### src/verilog/seq_regs.svh
`ifndef SEQ_REGS_SVH
`define SEQ_REGS_SVH

// Clock and phase timing
`define SEQ_CLK_PERIOD_NS 100
`define SEQ_PHASE_NS 50
`define SEQ_STRETCH_MIN_NS 50
// Least times round up, never below one cycle
`define SEQ_PHASE_CYC (((`SEQ_PHASE_NS + `SEQ_CLK_PERIOD_NS - 1) / `SEQ_CLK_PERIOD_NS) < 1 ? 1 : \
  ((`SEQ_PHASE_NS + `SEQ_CLK_PERIOD_NS - 1) / `SEQ_CLK_PERIOD_NS))
`define SEQ_STRETCH_MIN_CYC (((`SEQ_STRETCH_MIN_NS + `SEQ_CLK_PERIOD_NS - 1) / `SEQ_CLK_PERIOD_NS) < 1 ? 1 : \
  ((`SEQ_STRETCH_MIN_NS + `SEQ_CLK_PERIOD_NS - 1) / `SEQ_CLK_PERIOD_NS))

// Instruction word fields
`define INSTR_CLASS_HI 15
`define INSTR_CLASS_LO 14
`define INSTR_ALUOP_HI 13
`define INSTR_ALUOP_LO 10
`define INSTR_BR_ALWAYS 13
`define INSTR_BR_INVERT 12
`define INSTR_BR_SEL_HI 11
`define INSTR_BR_SEL_LO 10
`define INSTR_SRC_HI 5
`define INSTR_SRC_LO 3
`define INSTR_DST_HI 2
`define INSTR_DST_LO 0
`define INSTR_DISP_HI 7
`define INSTR_DISP_LO 0

// Fixed values
`define ALU_OP_ADD 4'h0
`define INSTR_RESET 16'h0000
`define REG_PC 3'h7

`endif
### src/verilog/seq_pkg.sv
package seq_pkg;

  typedef enum logic [1:0] {
    PH_A = 2'b00,
    PH_B = 2'b01,
    PH_C = 2'b10
  } phase_e;

  typedef enum logic [1:0] {
    OC_MICRO = 2'b00,
    OC_SINGLE = 2'b01,
    OC_BRANCH = 2'b10,
    OC_SPARE = 2'b11
  } op_class_e;

  typedef struct packed {
    phase_e phase;
    logic [1:0] cnt;
    logic cycle0;
    logic [15:0] instr_word;
    op_class_e op_class;
    logic [3:0] alu_op;
    logic [2:0] src;
    logic [2:0] dst;
    logic [7:0] disp;
    logic taken;
    logic abort;
  } seq_state_s;

endpackage

### src/verilog/decode_if.sv
`timescale 1ns/1ps
`default_nettype none

interface decode_if;
  logic [15:0] instr_word;
  logic [3:0] cond_codes;
  seq_pkg::op_class_e op_class;
  logic [3:0] alu_op;
  logic [2:0] src_reg;
  logic [2:0] dst_reg;
  logic [7:0] disp;
  logic branch_taken;

  modport dec (
    input instr_word,
    input cond_codes,
    output op_class,
    output alu_op,
    output src_reg,
    output dst_reg,
    output disp,
    output branch_taken
  );

  modport seq (
    output instr_word,
    output cond_codes,
    input op_class,
    input alu_op,
    input src_reg,
    input dst_reg,
    input disp,
    input branch_taken
  );
endinterface

`default_nettype wire

### src/verilog/cycle_sequencer.sv
// Behaviour
// RULE1 - Each standard cycle is phase A then phase B, each lasting 50 ns; each phase here takes one 100 ns clock cycle.
// RULE2 - Phase C follows phase B when microcode asks for a stretch or a cache read misses; a branch's first cycle ignores both and enters C only if taken.
// RULE3 - Phase C lasts at least 50 ns and then until the memory reference completes.
// RULE4 - In the first cycle of each instruction the instruction word gives class, registers and ALU opcode.
// RULE5 - A single-cycle operation cycles the ALU while microcode holds, so the next instruction starts at once.
// RULE6 - A branch's first cycle adds PC and displacement while separate logic judges taken or not.
// RULE7 - A taken branch aborts the running prefetch and loads PC with the target during phase C.
// RULE8 - A not-taken branch suppresses write-back and ends the cycle at the close of phase B.
// RULE9 - After reset the sequencer is in phase A of a first instruction cycle with nothing pending.
`timescale 1ns/1ps
`default_nettype none
`include "seq_regs.svh"

module cycle_sequencer (
  // Clock and reset
  input wire logic clk,
  input wire logic rst_n,
  // Microcode store
  input wire logic ustretch_req,
  input wire logic ucode_instr_end,
  output logic ucode_hold,
  // Cache and memory
  input wire logic cache_read_miss,
  input wire logic mem_ref_done,
  // Instruction fetch and flags
  input wire logic [15:0] fetch_word,
  input wire logic [3:0] cond_codes,
  output logic prefetch_abort,
  output logic pc_load,
  // Phase timing
  output logic phase_a,
  output logic phase_b,
  output logic phase_c,
  output logic cycle_end,
  output logic cycle0,
  // ALU control
  output logic alu_go,
  output logic alu_write_en,
  output logic [3:0] alu_op,
  output logic [2:0] alu_src_reg,
  output logic [2:0] alu_dst_reg,
  output logic [7:0] branch_disp
);

  localparam logic [1:0] PHASE_LAST = 2'(`SEQ_PHASE_CYC - 1);
  localparam logic [1:0] STRETCH_LAST = 2'(`SEQ_STRETCH_MIN_CYC - 1);

  seq_pkg::seq_state_s state_reg;
  seq_pkg::seq_state_s state_next;
  logic phase_done;
  logic is_branch;
  logic stretch;
  logic next_cycle0;
  logic [15:0] instr_word_reg;

  decode_if dec_bus ();

  instr_decode u_decode (
    .bus(dec_bus)
  );

  // Decoder looks at the held instruction word
  assign instr_word_reg = state_reg.instr_word;
  assign dec_bus.instr_word = instr_word_reg;
  assign dec_bus.cond_codes = cond_codes;

  // Derived timing terms
  always_comb
  begin
    is_branch = state_reg.cycle0 && (state_reg.op_class == seq_pkg::OC_BRANCH);
    // C waits for memory once its minimum is spent
    if (state_reg.phase == seq_pkg::PH_C)
    begin
      phase_done = (state_reg.cnt >= STRETCH_LAST) && mem_ref_done; // RULE3
    end
    else
    begin
      phase_done = (state_reg.cnt == PHASE_LAST); // RULE1
    end
    // A branch's first cycle stretches only when taken
    if (is_branch)
    begin
      stretch = state_reg.taken; // RULE7 RULE8
    end
    else
    begin
      stretch = ustretch_req || cache_read_miss; // RULE2
    end
    // Spare class runs on under microcode, so only single and branch hand over at once
    next_cycle0 = (state_reg.cycle0 && ((state_reg.op_class == seq_pkg::OC_SINGLE) || is_branch)) ||
      ucode_instr_end; // RULE5
  end

  // Next-state logic for the whole sequencer
  always_comb
  begin
    state_next = state_reg;
    state_next.abort = 1'b0;
    if (!phase_done)
    begin
      state_next.cnt = (state_reg.cnt == 2'h3) ? state_reg.cnt : 2'(state_reg.cnt + 2'h1);
    end
    else
    begin
      state_next.cnt = 2'h0;
      unique case (state_reg.phase)
        seq_pkg::PH_A:
        begin
          state_next.phase = seq_pkg::PH_B; // RULE1
          // Latch decode at the end of A so ALU fields come from flops
          if (state_reg.cycle0)
          begin
            state_next.op_class = dec_bus.op_class; // RULE4
            state_next.alu_op = dec_bus.alu_op;
            state_next.src = dec_bus.src_reg;
            state_next.dst = dec_bus.dst_reg;
            state_next.disp = dec_bus.disp;
            state_next.taken = dec_bus.branch_taken; // RULE6
          end
        end
        seq_pkg::PH_B:
        begin
          if (stretch)
          begin
            state_next.phase = seq_pkg::PH_C; // RULE2
            state_next.abort = is_branch && state_reg.taken; // RULE7
          end
          else
          begin
            state_next.phase = seq_pkg::PH_A; // RULE8
          end
        end
        seq_pkg::PH_C:
        begin
          state_next.phase = seq_pkg::PH_A; // RULE3
        end
        default:
        begin
          state_next.phase = seq_pkg::PH_A;
        end
      endcase
      // New instruction word enters as its first cycle begins
      if (cycle_end)
      begin
        state_next.cycle0 = next_cycle0;
        if (next_cycle0)
        begin
          state_next.instr_word = fetch_word;
          state_next.op_class = seq_pkg::OC_MICRO;
          state_next.taken = 1'b0;
        end
      end
    end
  end

  // State register
  always_ff @(posedge clk)
  begin
    if (!rst_n)
    begin
      state_reg.phase <= seq_pkg::PH_A; // RULE9
      state_reg.cnt <= 2'h0;
      state_reg.cycle0 <= 1'b1;
      state_reg.instr_word <= `INSTR_RESET;
      state_reg.op_class <= seq_pkg::OC_MICRO;
      state_reg.alu_op <= `ALU_OP_ADD;
      state_reg.src <= 3'h0;
      state_reg.dst <= 3'h0;
      state_reg.disp <= 8'h00;
      state_reg.taken <= 1'b0;
      state_reg.abort <= 1'b0;
    end
    else
    begin
      state_reg <= state_next;
    end
  end

  // Outputs; ALU fields are held flops, strobes decode the phase
  always_comb
  begin
    phase_a = (state_reg.phase == seq_pkg::PH_A);
    phase_b = (state_reg.phase == seq_pkg::PH_B);
    phase_c = (state_reg.phase == seq_pkg::PH_C);
    cycle_end = phase_done && (phase_c || (phase_b && !stretch));
    cycle0 = state_reg.cycle0;
    alu_go = state_reg.cycle0 && phase_b && ((state_reg.op_class == seq_pkg::OC_SINGLE) || is_branch); // RULE5 RULE6
    alu_write_en = alu_go && !(is_branch && !state_reg.taken); // RULE8
    ucode_hold = state_reg.cycle0 && !phase_a && (state_reg.op_class == seq_pkg::OC_SINGLE); // RULE5
    prefetch_abort = state_reg.abort; // RULE7
    pc_load = phase_c && is_branch && state_reg.taken && phase_done; // RULE7
    alu_op = state_reg.alu_op;
    alu_src_reg = state_reg.src;
    alu_dst_reg = state_reg.dst;
    branch_disp = state_reg.disp;
  end
endmodule

`default_nettype wire

### src/verilog/instr_decode.sv
`timescale 1ns/1ps
`default_nettype none
`include "seq_regs.svh"

module instr_decode (
  decode_if.dec bus
);

  logic [1:0] cls;
  logic [1:0] sel;

  // Class, registers and ALU opcode straight from the instruction word
  always_comb
  begin
    cls = bus.instr_word[`INSTR_CLASS_HI:`INSTR_CLASS_LO];
    sel = bus.instr_word[`INSTR_BR_SEL_HI:`INSTR_BR_SEL_LO];
    bus.op_class = seq_pkg::op_class_e'(cls); // RULE4
    bus.src_reg = bus.instr_word[`INSTR_SRC_HI:`INSTR_SRC_LO];
    bus.dst_reg = bus.instr_word[`INSTR_DST_HI:`INSTR_DST_LO];
    bus.disp = bus.instr_word[`INSTR_DISP_HI:`INSTR_DISP_LO];
    bus.alu_op = bus.instr_word[`INSTR_ALUOP_HI:`INSTR_ALUOP_LO];
    // Branches add PC and displacement, whatever the opcode bits say
    if (bus.op_class == seq_pkg::OC_BRANCH)
    begin
      bus.alu_op = `ALU_OP_ADD; // RULE6
      bus.src_reg = `REG_PC;
      bus.dst_reg = `REG_PC;
    end
    // Separate condition check, evaluated in parallel with the add
    bus.branch_taken = bus.instr_word[`INSTR_BR_ALWAYS] |
      (bus.cond_codes[sel] ^ bus.instr_word[`INSTR_BR_INVERT]); // RULE6
  end

endmodule

`default_nettype wire

### config.mk
export PLATFORM = sky130hd
export DESIGN_NAME = cycle_sequencer
export DESIGN_NICKNAME = d
export VERILOG_FILES = /design/src/verilog/seq_pkg.sv /design/src/verilog/decode_if.sv /design/src/verilog/cycle_sequencer.sv /design/src/verilog/instr_decode.sv
export VERILOG_INCLUDE_DIRS = /design/src /design/src/verilog
export SDC_FILE = /design/constraint.sdc
export NUM_CORES = 1
export LEC_CHECK = 0
export BUFFER_PORTS_ARGS = -buffer_cell sky130_fd_sc_hd__buf_2
export CORE_ASPECT_RATIO = 0.5
export CORE_MARGIN = 4
export CORE_UTILIZATION = 53
export CTS_BUF_LIST = sky130_fd_sc_hd__clkbuf_4 sky130_fd_sc_hd__clkbuf_8
export DETAILED_ROUTE_END_ITERATION = 7
export PLACE_DENSITY = 0.81
export SETUP_SLACK_MARGIN = 0.15
export SLEW_MARGIN = 20
export SYNTH_ARGS = -nofsm -noshare
export SYNTH_HDL_FRONTEND = slang
export SYNTH_SLANG_ARGS = --single-unit
### constraint.sdc
create_clock -name clk -period 2.1 [get_ports clk]
set_clock_uncertainty 0.05 [all_clocks]
set_input_delay 0.42 -clock clk [delete_from_list [all_inputs] [get_ports clk]]
set_output_delay 0.42 -clock clk [all_outputs]
set_load 0.05 [all_outputs]
; ---- Word-level counts from Yosys, hierarchy flattened
; Cells that the tools add are included.
[classes]
n_addsub = 1
magnitude_cmp = 2
eq_ne = 6
muxes = 15
n_bitwise = 3
reduce_logical = 30
[op_table]
columns = op, n
row1 = 21-bit two-way mux, 2
row2 = 1-bit logical AND, 15
row3 = 2-bit equality test (second input constant), 4
row4 = 2-bit two-way mux, 3
row5 = 3-bit two-way mux, 2
row6 = 3-bit AND reduction, 2
row7 = 1-bit two-way mux, 5
row8 = 2-bit by 1-bit equality test with 1-bit output (second input constant), 2
row9 = 1-bit zero test, 4
row10 = 2-bit zero test, 2
row11 = 1-bit logical OR, 4
row12 = 4-bit two-way mux, 1
row13 = 2-bit one-hot mux with 2 select lines, 1
row14 = 4-bit AND reduction, 1
row15 = 2-bit by 3-bit < comparator with 1-bit output (second input constant), 1
row16 = 2-bit by 1-bit adder with 2-bit output (second input constant), 1
row17 = 1-bit binary-select mux with 2-bit select, 1
row18 = 2-bit by 1-bit greater-or-equal comparator with 1-bit output (second input constant), 1
row19 = 2-bit AND reduction, 1
row20 = 2-bit OR reduction, 1
row21 = 1-bit NOT, 1
row22 = 1-bit bitwise OR, 1
row23 = 1-bit XOR, 1
[word_totals]
reg_bits = 43
output_inout_bits = 28

; ---- Longest topological paths before layout
; Gate-level depths: netlist of the first run.
[depth]
ltp_word = 8
depth_mapped = 6

; ---- By module
; A second synthesis of the first run with hierarchy kept.
[unflattened]
cells_unflattened = 248
area_unflattened_um2 = 2150.8
[by_module_without_submodules]
columns = module, instances, cells_per_inst, area_per_inst_um2, seq_area_each_um2
row1 = cycle_sequencer, 1, 224, 1968.1, 860.8
row2 = instr_decode, 1, 24, 182.7, 0.0

; ---- Least setup slack after synthesis of the first run
; No wires, ideal clock.
[synth_timing]
path_kind = register to output
startpoint = register state_reg[42] in the netlist's numbering
endpoint = output pc_load
arrival_ps = 2167
slack_ps = -537
path_stages_with_launch = 4
cell_sequence = dfxtp_1 > nor2b_1 > nand2_1 > nor2_1
[synth_between]
elab_chain_len = 4
word_cells_on_any_way = 5
cone_classes = eq/ne: 1 / mux: 1 / reduce/logical: 3
[synth_rtl]
columns = item, line
row1 = "start, declared", cycle_sequencer.sv:49  ; seq_pkg::seq_state_s state_reg;
row2 = "start signal, assigned", cycle_sequencer.sv:176  ; state_reg <= state_next;
row3 = 2-bit equality test *, cycle_sequencer.sv:185  ; phase_c = (state_reg.phase == seq_pkg::PH_C);
row4 = named net phase_c, cycle_sequencer.sv:34  ; output logic phase_c,
row5 = 1-bit logical AND (2 in a row), cycle_sequencer.sv:192  ; pc_load = phase_c && is_branch && state_reg.taken && phase_done;
row6 = 1-bit logical AND *, cycle_sequencer.sv:192
row7 = "end, declared", cycle_sequencer.sv:30  ; output logic pc_load,
; The timed path passes the listed nets; every way through them passes the cells marked *.

; ---- Worst setup path after layout of the first run
[layout_timing]
startpoint = register state_reg[41] in the netlist's numbering
endpoint = output alu_write_en
[layout_between]
elab_chain_len = 4
[layout_rtl]
columns = item, line
row1 = 2-bit by 1-bit equality test with 1-bit output, cycle_sequencer.sv:184  ; phase_b = (state_reg.phase == seq_pkg::PH_B);
row2 = 1-bit logical AND (2 in a row), cycle_sequencer.sv:188  ; alu_go = state_reg.cycle0 && phase_b && ((state_reg.op_class == seq_pkg::OC_SINGLE) || is_branch);
row3 = 1-bit logical AND, cycle_sequencer.sv:189  ; alu_write_en = alu_go && !(is_branch && !state_reg.taken);
row4 = "end, declared", cycle_sequencer.sv:39  ; output logic alu_write_en,
; Every way passes these cells.

==> impl_summary.log, run 1 <==
[metrics] largest family of logic cells by synthesized area: simple AND/OR/NAND/NOR gates
[metrics] number of DRC violations after detailed-routing iteration 0: 60
[metrics] mapped cell area: 1860 um^2
[metrics] Worst VDD drop: 0.000396 V
[metrics] HPWL after DPL: 2.85 mm
[metrics] antenna violations before repair: 0
[metrics] synthesis-to-finish area growth: 19.9%
[metrics] leakage power: 0.953 nW
[metrics] Worst Setup EP: alu_write_en
[metrics] post-synthesis simple-gate area fraction: 23.4%
[metrics] clock period minus final worst setup slack: 1.86 ns
[metrics] boundary pin count: 54
[metrics] placeable core region: 3170 um^2
[metrics] worst relative slew slack: 63.3%
[metrics] via count of the first global-routing pass: 1489
[metrics] final worst hold slack: 0.321 ns
[metrics] asr flop ratio synth: 0%
[metrics] DR DRC count: 0
[metrics] area enclosed by the die boundary: 4570 um^2
[metrics] Final Worst Setup Slack: 0.239 ns
[metrics] post-route clock period utilization: 88.6%
[metrics] multiplexer area fraction after synthesis: 10.4%
[metrics] largest net degree at the start of global routing: 31
[metrics] max-slew violation count: 0
[metrics] Synth Warn #: 0
[metrics] clock network latency to the later pin of the worst-skew pair: 0.29 ns
[metrics] Cell variety after synth: 30
[metrics] fraction of synthesized cell area in xor and xnor cells: 1.41%
[metrics] cell count after synthesis: 217
[metrics] row count: 14
[metrics] maximum level of the CTS H-tree: 2
[metrics] RSZ-0062 raised after global routing: false
[metrics] Num CTS Buffers: 5
[metrics] number of synthesized flops with an enable pin: 0
[metrics] ratio of routed vias to standard cells: 5.07
[metrics] run status: finished, final reports clean
[metrics] adder and majority cell fraction of the synthesized area: 1.35%
[metrics] post-synthesis sequential element count: 41
[metrics] IO buf count: 51
[metrics] FF-to-FF setup slack: 0.31 ns
[metrics] timing startpoint of the critical path: state_reg[41]
[metrics] number of failing hold endpoints at the final stage: 0
[metrics] setup slack after placement: 0.337 ns
[metrics] Crit Reg-Reg Startpoint: state_reg[41]
[metrics] most used flip-flop cell after synthesis: dfxtp_1
[metrics] number of search-and-repair iterations in the first detailed-routing pass: 4
[metrics] data arrival time of the critical path: 1.39 ns
[metrics] # setup viols final: 0
[metrics] critical path required time: 1.63 ns
[metrics] remaining antenna violation count after routing: 0
[metrics] Final #Nets: 281
[metrics] Worst Setup Path Type: register to output pin
[metrics] placer congestion estimate: 0.826
[metrics] number of vias in the routed layout: 1531
[metrics] utilization after layout: 70.2%
[metrics] fraction of the mapped netlist area in compound gates: 7.95%
[metrics] global-route wire length before repair: 6.55 mm
[metrics] number of sinks handled by clock tree synthesis: 41
[metrics] transition at the pin with the smallest max-transition slack: 0.551 ns
[metrics] diode insertion count for antenna repair: 0
[metrics] starting density of the core: 58.6%
[metrics] maximum achievable frequency: 537 MHz
[metrics] total of max-cap violations: 0
[metrics] total routed wirelength: 3.99 mm
[metrics] fill cell total of the finished layout: 258
[metrics] routed wire length per instance: 13.2 um
[metrics] kind of start point of the critical path: register
[metrics] total power: 2.30 mW
[metrics] number of flip-flops in the largest register: 14
[metrics] net count of the mapped netlist: 245
[metrics] library cell used as clock root buffer: clkbuf_8
[metrics] Overflow after GRT: 0
[metrics] total power per unit cell area: 1030 nW/um^2
[metrics] register clock-pin slew on the reported worst setup and hold paths: 0.08 ns
[metrics] classification of the worst-slack hold path: input pin to register
[metrics] Global Route Usage Sum: 17.9%
[metrics] Max clock buf depth: 2
[metrics] clock tree from TritonCTS: done
[metrics] fraction of layout cells with a size suffix above 1: 31.1%
[metrics] Post-CTS Hold Buffers: 0
[metrics] Mapped Avg Cell Area: 8.56 um^2
[metrics] Critical Path Fanout Max: 5
[metrics] Die Height: 49.9 um
[metrics] chip width: 91.7 um
[metrics] post-synthesis sequential area ratio: 44.2%
[metrics] critical path capture point type: output pin
[metrics] Reg2Reg Depth: 6
[metrics] r2r endpoint: dec_bus.instr_word[12]
-- what timing repair did --
item / in CTS / in global routing
pin swaps: 0 / 2
resized for setup: 3 / 7
setup endpoints to repair: 1 / 3
buffers inserted: 0 / 1
-- critical path, stage by stage (launching register included) --
cell	delay, ns
dfxtp_1	0.41
and2b_2	0.25
nand2_1	0.11
a21oi_2	0.11
clkbuf_4	0.23
-- placed cells by master (no fill, tap or decap), drive strengths merged, types with 2 or more instances in the layout --
cell type,instances
nand3,5
nor2b,2
clkbuf,7
a21oi,16
bufinv,2
nand2b,3
inv,4
mux2i,17
dfxtp,41
buf,55
o21ai,3
and3,2
nand2,52
ha,2
nor2,12
nor3,16
xor2,3
-- worst min-delay path by stage --
| stage | from | slack (ns) | cells after the start | to |
|---|---|---|---|---|
| after floorplan | dec_bus.instr_word[6] | 0.38 | 2 | branch_disp[6] |
| after global placement | alu_op[3] | 0.39 | 2 | alu_op[3] |
| after detailed placement | alu_op[2] | 0.39 | 2 | alu_op[2] |
| after CTS | fetch_word[7] | 0.31 | 3 | dec_bus.instr_word[7] |
| after global routing | fetch_word[7] | 0.31 | 3 | dec_bus.instr_word[7] |
| final | fetch_word[7] | 0.32 | 3 | dec_bus.instr_word[7] |
-- per-layer routing --
layer | GRT usage, % | vias to the layer above | wire [um]
met4 | 6.65 | 0 | 70
met1 | 22.1 | 709 | 1830
met3 | 5.62 | 8 | 196
met2 | 29.4 | 39 | 1900
met5 | 0 | - | 0
li1 | - | 775 | -
-- metrics by stage --
stage                     TNS [ns]  instances  area, um^2
final                            0        302        2230
after global placement           0        293        2050
after detailed placement         0        293        2050
after CTS                        0        301        2200
after global routing             0        302        2230
after floorplan             -0.142        217        1880
-- kinds of logic after synthesis --
logic type               count (synthesis)
buffers and inverters                   32
XOR/XNOR                                 3
AND/OR/NAND/NOR                         98
adder cells (fa/ha/maj)                  2
multiplexers                            18
AO/OA/AOI/OAI                           23
flip-flops                              41
-- Yosys cell counts, drive strengths merged, types with 2 or more instances --
cell	instances	share of area (%)
a21oi	16	4.9
and3	2	0.67
buf	22	9.3
clkbuf	6	1.2
dfxtp	41	44
ha	2	1.3
inv	4	0.81
mux2i	17	9.2
nand2	52	11
nand2b	3	1.0
nand3	5	1.3
nor2	12	2.4
nor2b	2	0.67
nor3	16	4.3
o21ai	3	0.81
xor2	3	1.4
-- layout make-up --
cell class              instances  area [um^2]  share of cell area [%]
repair buffers                 57          320                    14.4
clock buffers                   5         68.8                    3.09
well taps                      48         60.1                    2.70
inverters                       4         15.0                   0.674
multi-input cells             144          871                    39.1
clock inverters                 3         65.1                    2.92
flip-flops and latches         41          827                    37.1
-- power breakdown --
group | switching, mW | leakage [nW] | internal, mW
Clock | 0.266 | 0.0681 | 0.472
Combinational | 0.466 | 0.551 | 0.199
Sequential | 0.0487 | 0.334 | 0.848
Note: power is estimated with default switching activity, not from simulation.
==> inputs of run 2 (changes only) <==
==> constraint.sdc (replaced) <==
create_clock -name clk -period 2.1 [get_ports clk]
set_clock_uncertainty 0.05 [all_clocks]
set_input_delay 0 -clock clk [delete_from_list [all_inputs] [get_ports clk]]
set_output_delay 0 -clock clk [all_outputs]
set_load 0.05 [all_outputs]
==> run 2 against run 1 <==
  * First-iteration DRC count grew 85%
  * Register-to-register slack gained 0.05 ns
  * Design area grew 1.5%
  * Critical path depth grew 2
  * Combinational power is essentially flat
  * Via count grew 2.0%
  * Cell count grew 3.6%
  * Clock power shrank 18%
  * Flip-flop and latch count is the same
  * Clock-buffer cell count is the same
  * Power shrank 5.9%
  * Core utilization grew 1.0 points
==> impl_summary.log, run 2 (synthesized netlist as in run 1, its figures left out) <==
[metrics] number of failing hold endpoints at the final stage: 0 (unchanged)
[metrics] Num CTS Buffers: 5 (unchanged)
[metrics] HPWL after DPL: 2.76 mm (-3.1%)
[metrics] setup slack after placement: 0.372 ns (+0.0353 ns)
[metrics] classification of the worst-slack hold path: input pin to register
[metrics] total power per unit cell area: 957 nW/um^2 (-7.3%)
[metrics] leakage power: 0.982 nW (+3.0%)
[metrics] max-slew violation count: 0 (unchanged)
[metrics] worst relative slew slack: 49.2% (-14 points)
[metrics] number of search-and-repair iterations in the first detailed-routing pass: 4 (unchanged)
[metrics] data arrival time of the critical path: 1.91 ns (+0.52 ns)
[metrics] critical path required time: 2.27 ns (+0.64 ns)
[metrics] r2r endpoint: dec_bus.instr_word[4]
[metrics] placeable core region: 3170 um^2 (unchanged)
[metrics] Max clock buf depth: 2 (unchanged)
[metrics] synthesis-to-finish area growth: 21.6%
[metrics] total power: 2.16 mW (-5.9%)
[metrics] clock period minus final worst setup slack: 1.74 ns (-0.118 ns)
[metrics] largest net degree at the start of global routing: 31 (unchanged)
[metrics] starting density of the core: 58.6% (unchanged)
[metrics] number of sinks handled by clock tree synthesis: 41 (unchanged)
[metrics] list of cells traversed by the critical path: inv_1 -> ha_1 -> o2111ai_2 -> a21oi_4 -> buf_4 -> mux2i_1
[metrics] maximum level of the CTS H-tree: 2 (unchanged)
[metrics] DR DRC count: 0 (unchanged)
[metrics] Post CTS Setup Buffer Count: 0 (unchanged)
[metrics] Worst Min Path Start: ucode_instr_end
[metrics] number of cells on the worst hold path: 4 (+1)
[metrics] diode insertion count for antenna repair: 0 (unchanged)
[metrics] ratio of routed vias to standard cells: 4.99 (-1.6%)
[metrics] most frequent standard cell in the layout excluding fill and tap cells: nand2_1
[metrics] Worst VDD drop: 0.000545 V (+38%)
[metrics] critical path capture point type: register
[metrics] row count: 14 (unchanged)
[metrics] post-route clock period utilization: 83.0% (-5.6 points)
[metrics] remaining antenna violation count after routing: 0 (unchanged)
[metrics] boundary pin count: 54 (unchanged)
[metrics] total of max-cap violations: 0 (unchanged)
[metrics] library cell used as clock root buffer: clkbuf_8
[metrics] area enclosed by the die boundary: 4570 um^2 (unchanged)
[metrics] transition at the pin with the smallest max-transition slack: 0.761 ns (+0.210 ns)
[metrics] fraction of layout cells with a size suffix above 1: 26.0% (-5.1 points)
[metrics] IO buf count: 51 (unchanged)
[metrics] Resized Gates After CTS: 0 (-3)
[metrics] Overflow after GRT: 0 (unchanged)
[metrics] placed standard-cell area: 2020 um^2 (-1.5%)
[metrics] FF-to-FF setup slack: 0.36 ns (+0.05 ns)
[metrics] RSZ-0062 raised after global routing: false
[metrics] Die Height: 49.9 um (unchanged)
[metrics] area of all placed cells without fillers: 2260 um^2 (+1.5%)
[metrics] antenna violations before repair: 0 (unchanged)
[metrics] clock tree from TritonCTS: done
[metrics] number of DRC violations after detailed-routing iteration 0: 111 (+85%)
[metrics] Max stage delay cell, worst path: dfxtp_1
[metrics] register clock-pin slew on the reported worst setup and hold paths: 0.08 ns (about the same)
[metrics] Crit Reg-Reg Startpoint: state_reg[39]
[metrics] Final Worst Setup Slack: 0.358 ns (+0.118 ns)
[metrics] Final #Nets: 293 (+4.3%)
[metrics] most frequent cells in the layout: nand2_1 (52), buf_2 (51), dfxtp_1 (40), mux2i_1 (17), nor3_1 (16)
[metrics] maximum achievable frequency: 574 MHz (+6.8%)
[metrics] placer congestion estimate: 0.840 (+1.7%)
[metrics] # setup viols final: 0 (unchanged)
[metrics] global-route wire length before repair: 6.84 mm (+4.4%)
[metrics] clock network latency to the later pin of the worst-skew pair: 0.28 ns (about the same)
[metrics] run status: finished, final reports clean
[metrics] Buf+Inv Stages, Crit Path: 2 (+1)
[metrics] Post-CTS Hold Buffers: 14 (+14)
[metrics] Reg2Reg Depth: 6 (unchanged)
[metrics] chip width: 91.7 um (unchanged)
[metrics] Critical Path Fanout Max: 17 (+12)
[metrics] Global Route Usage Sum: 18.5% (+0.60 points)
[metrics] via count of the first global-routing pass: 1547 (+3.9%)
[metrics] Worst Setup Path Type: register to register
[metrics] kind of start point of the critical path: register
[metrics] Worst Hold Endpoint: cycle0
[metrics] routed wire length per instance: 12.8 um (-3.3%)
[metrics] number of flip-flops in the largest register: 14 (unchanged)
[metrics] total routed wirelength: 4.00 mm (+0.25%)
[metrics] crit-path max cell delay: 0.34 ns (-0.07 ns)
[metrics] number of vias in the routed layout: 1561 (+2.0%)
[metrics] largest delay contributor family on the critical path: compound AO/OA/AOI/OAI gates
[metrics] setup total negative slack: 0 ns (unchanged)
run 2: changes by cell type in the layout (fill, tap and decap cells not counted), moves of 2 or more:
cell | before | now
dlygate4sd3_1 | 0 | 14
nand2_1 | 50 | 52
buf_4 | 6 | 4
buf_2 | 48 | 51
clkbuf_4 | 2 | 0
nand2_2 | 2 | 0
dfxtp_1 | 38 | 40
run 2: power breakdown:
part	leakage (nW)	total, mW	switching [mW]	internal, mW
registers	0.332	0.900	0.0520	0.848
logic	0.596	0.661	0.460	0.201
clock network	0.0540	0.602	0.257	0.346
total	0.982	2.16	0.768	1.39
run 2: how the worst max path moves through the flow:
stage,from,endpoint,slack (ns),cells after the start
floorplan,state_reg[42],dec_bus.instr_word[10],0.16,5
global placement,state_reg[39],dec_bus.instr_word[7],0.43,6
detailed placement,state_reg[39],dec_bus.instr_word[5],0.37,6
CTS,state_reg[39],dec_bus.instr_word[4],0.35,6
global route,state_reg[39],dec_bus.instr_word[4],0.16,6
finish,state_reg[39],dec_bus.instr_word[4],0.36,6
run 2: layout make-up:
| cell class | instances | area (um^2) |
|---|---|---|
| clock buffer | 5 | 68.8 |
| clock inverter | 2 | 35.0 |
| fill | 263 | 911 |
| inverter | 4 | 15.0 |
| multi-input combinational | 144 | 833 |
| sequential | 41 | 822 |
| tap | 48 | 60.1 |
| timing repair buffer | 69 | 425 |
run 2: per-layer routing:
metal	share of wire, %	up-vias	GRT usage (%)
li1	-	801	-
met1	45	697	22.5
met2	46	57	31.2
met3	7.6	6	6.23
met4	1.1	0	5.42
met5	0	-	0
run 2: worst min-delay path, stage by stage:
cell     delay [ns]
buf_2          0.07
a21oi_1        0.05
a21oi_4        0.12
a311o_1        0.11
run 2: metrics by stage:
step / cells / hold WS (ns) / utilization [%]
after detailed placement: 292 / 0.206 / 63.6
final: 313 / 0.0415 / 71.3
after global routing: 313 / 0.0638 / 71.3
after CTS: 313 / 0.0337 / 71.3
after floorplan: 217 / 0.0921 / -
after global placement: 292 / 0.200 / 63.6
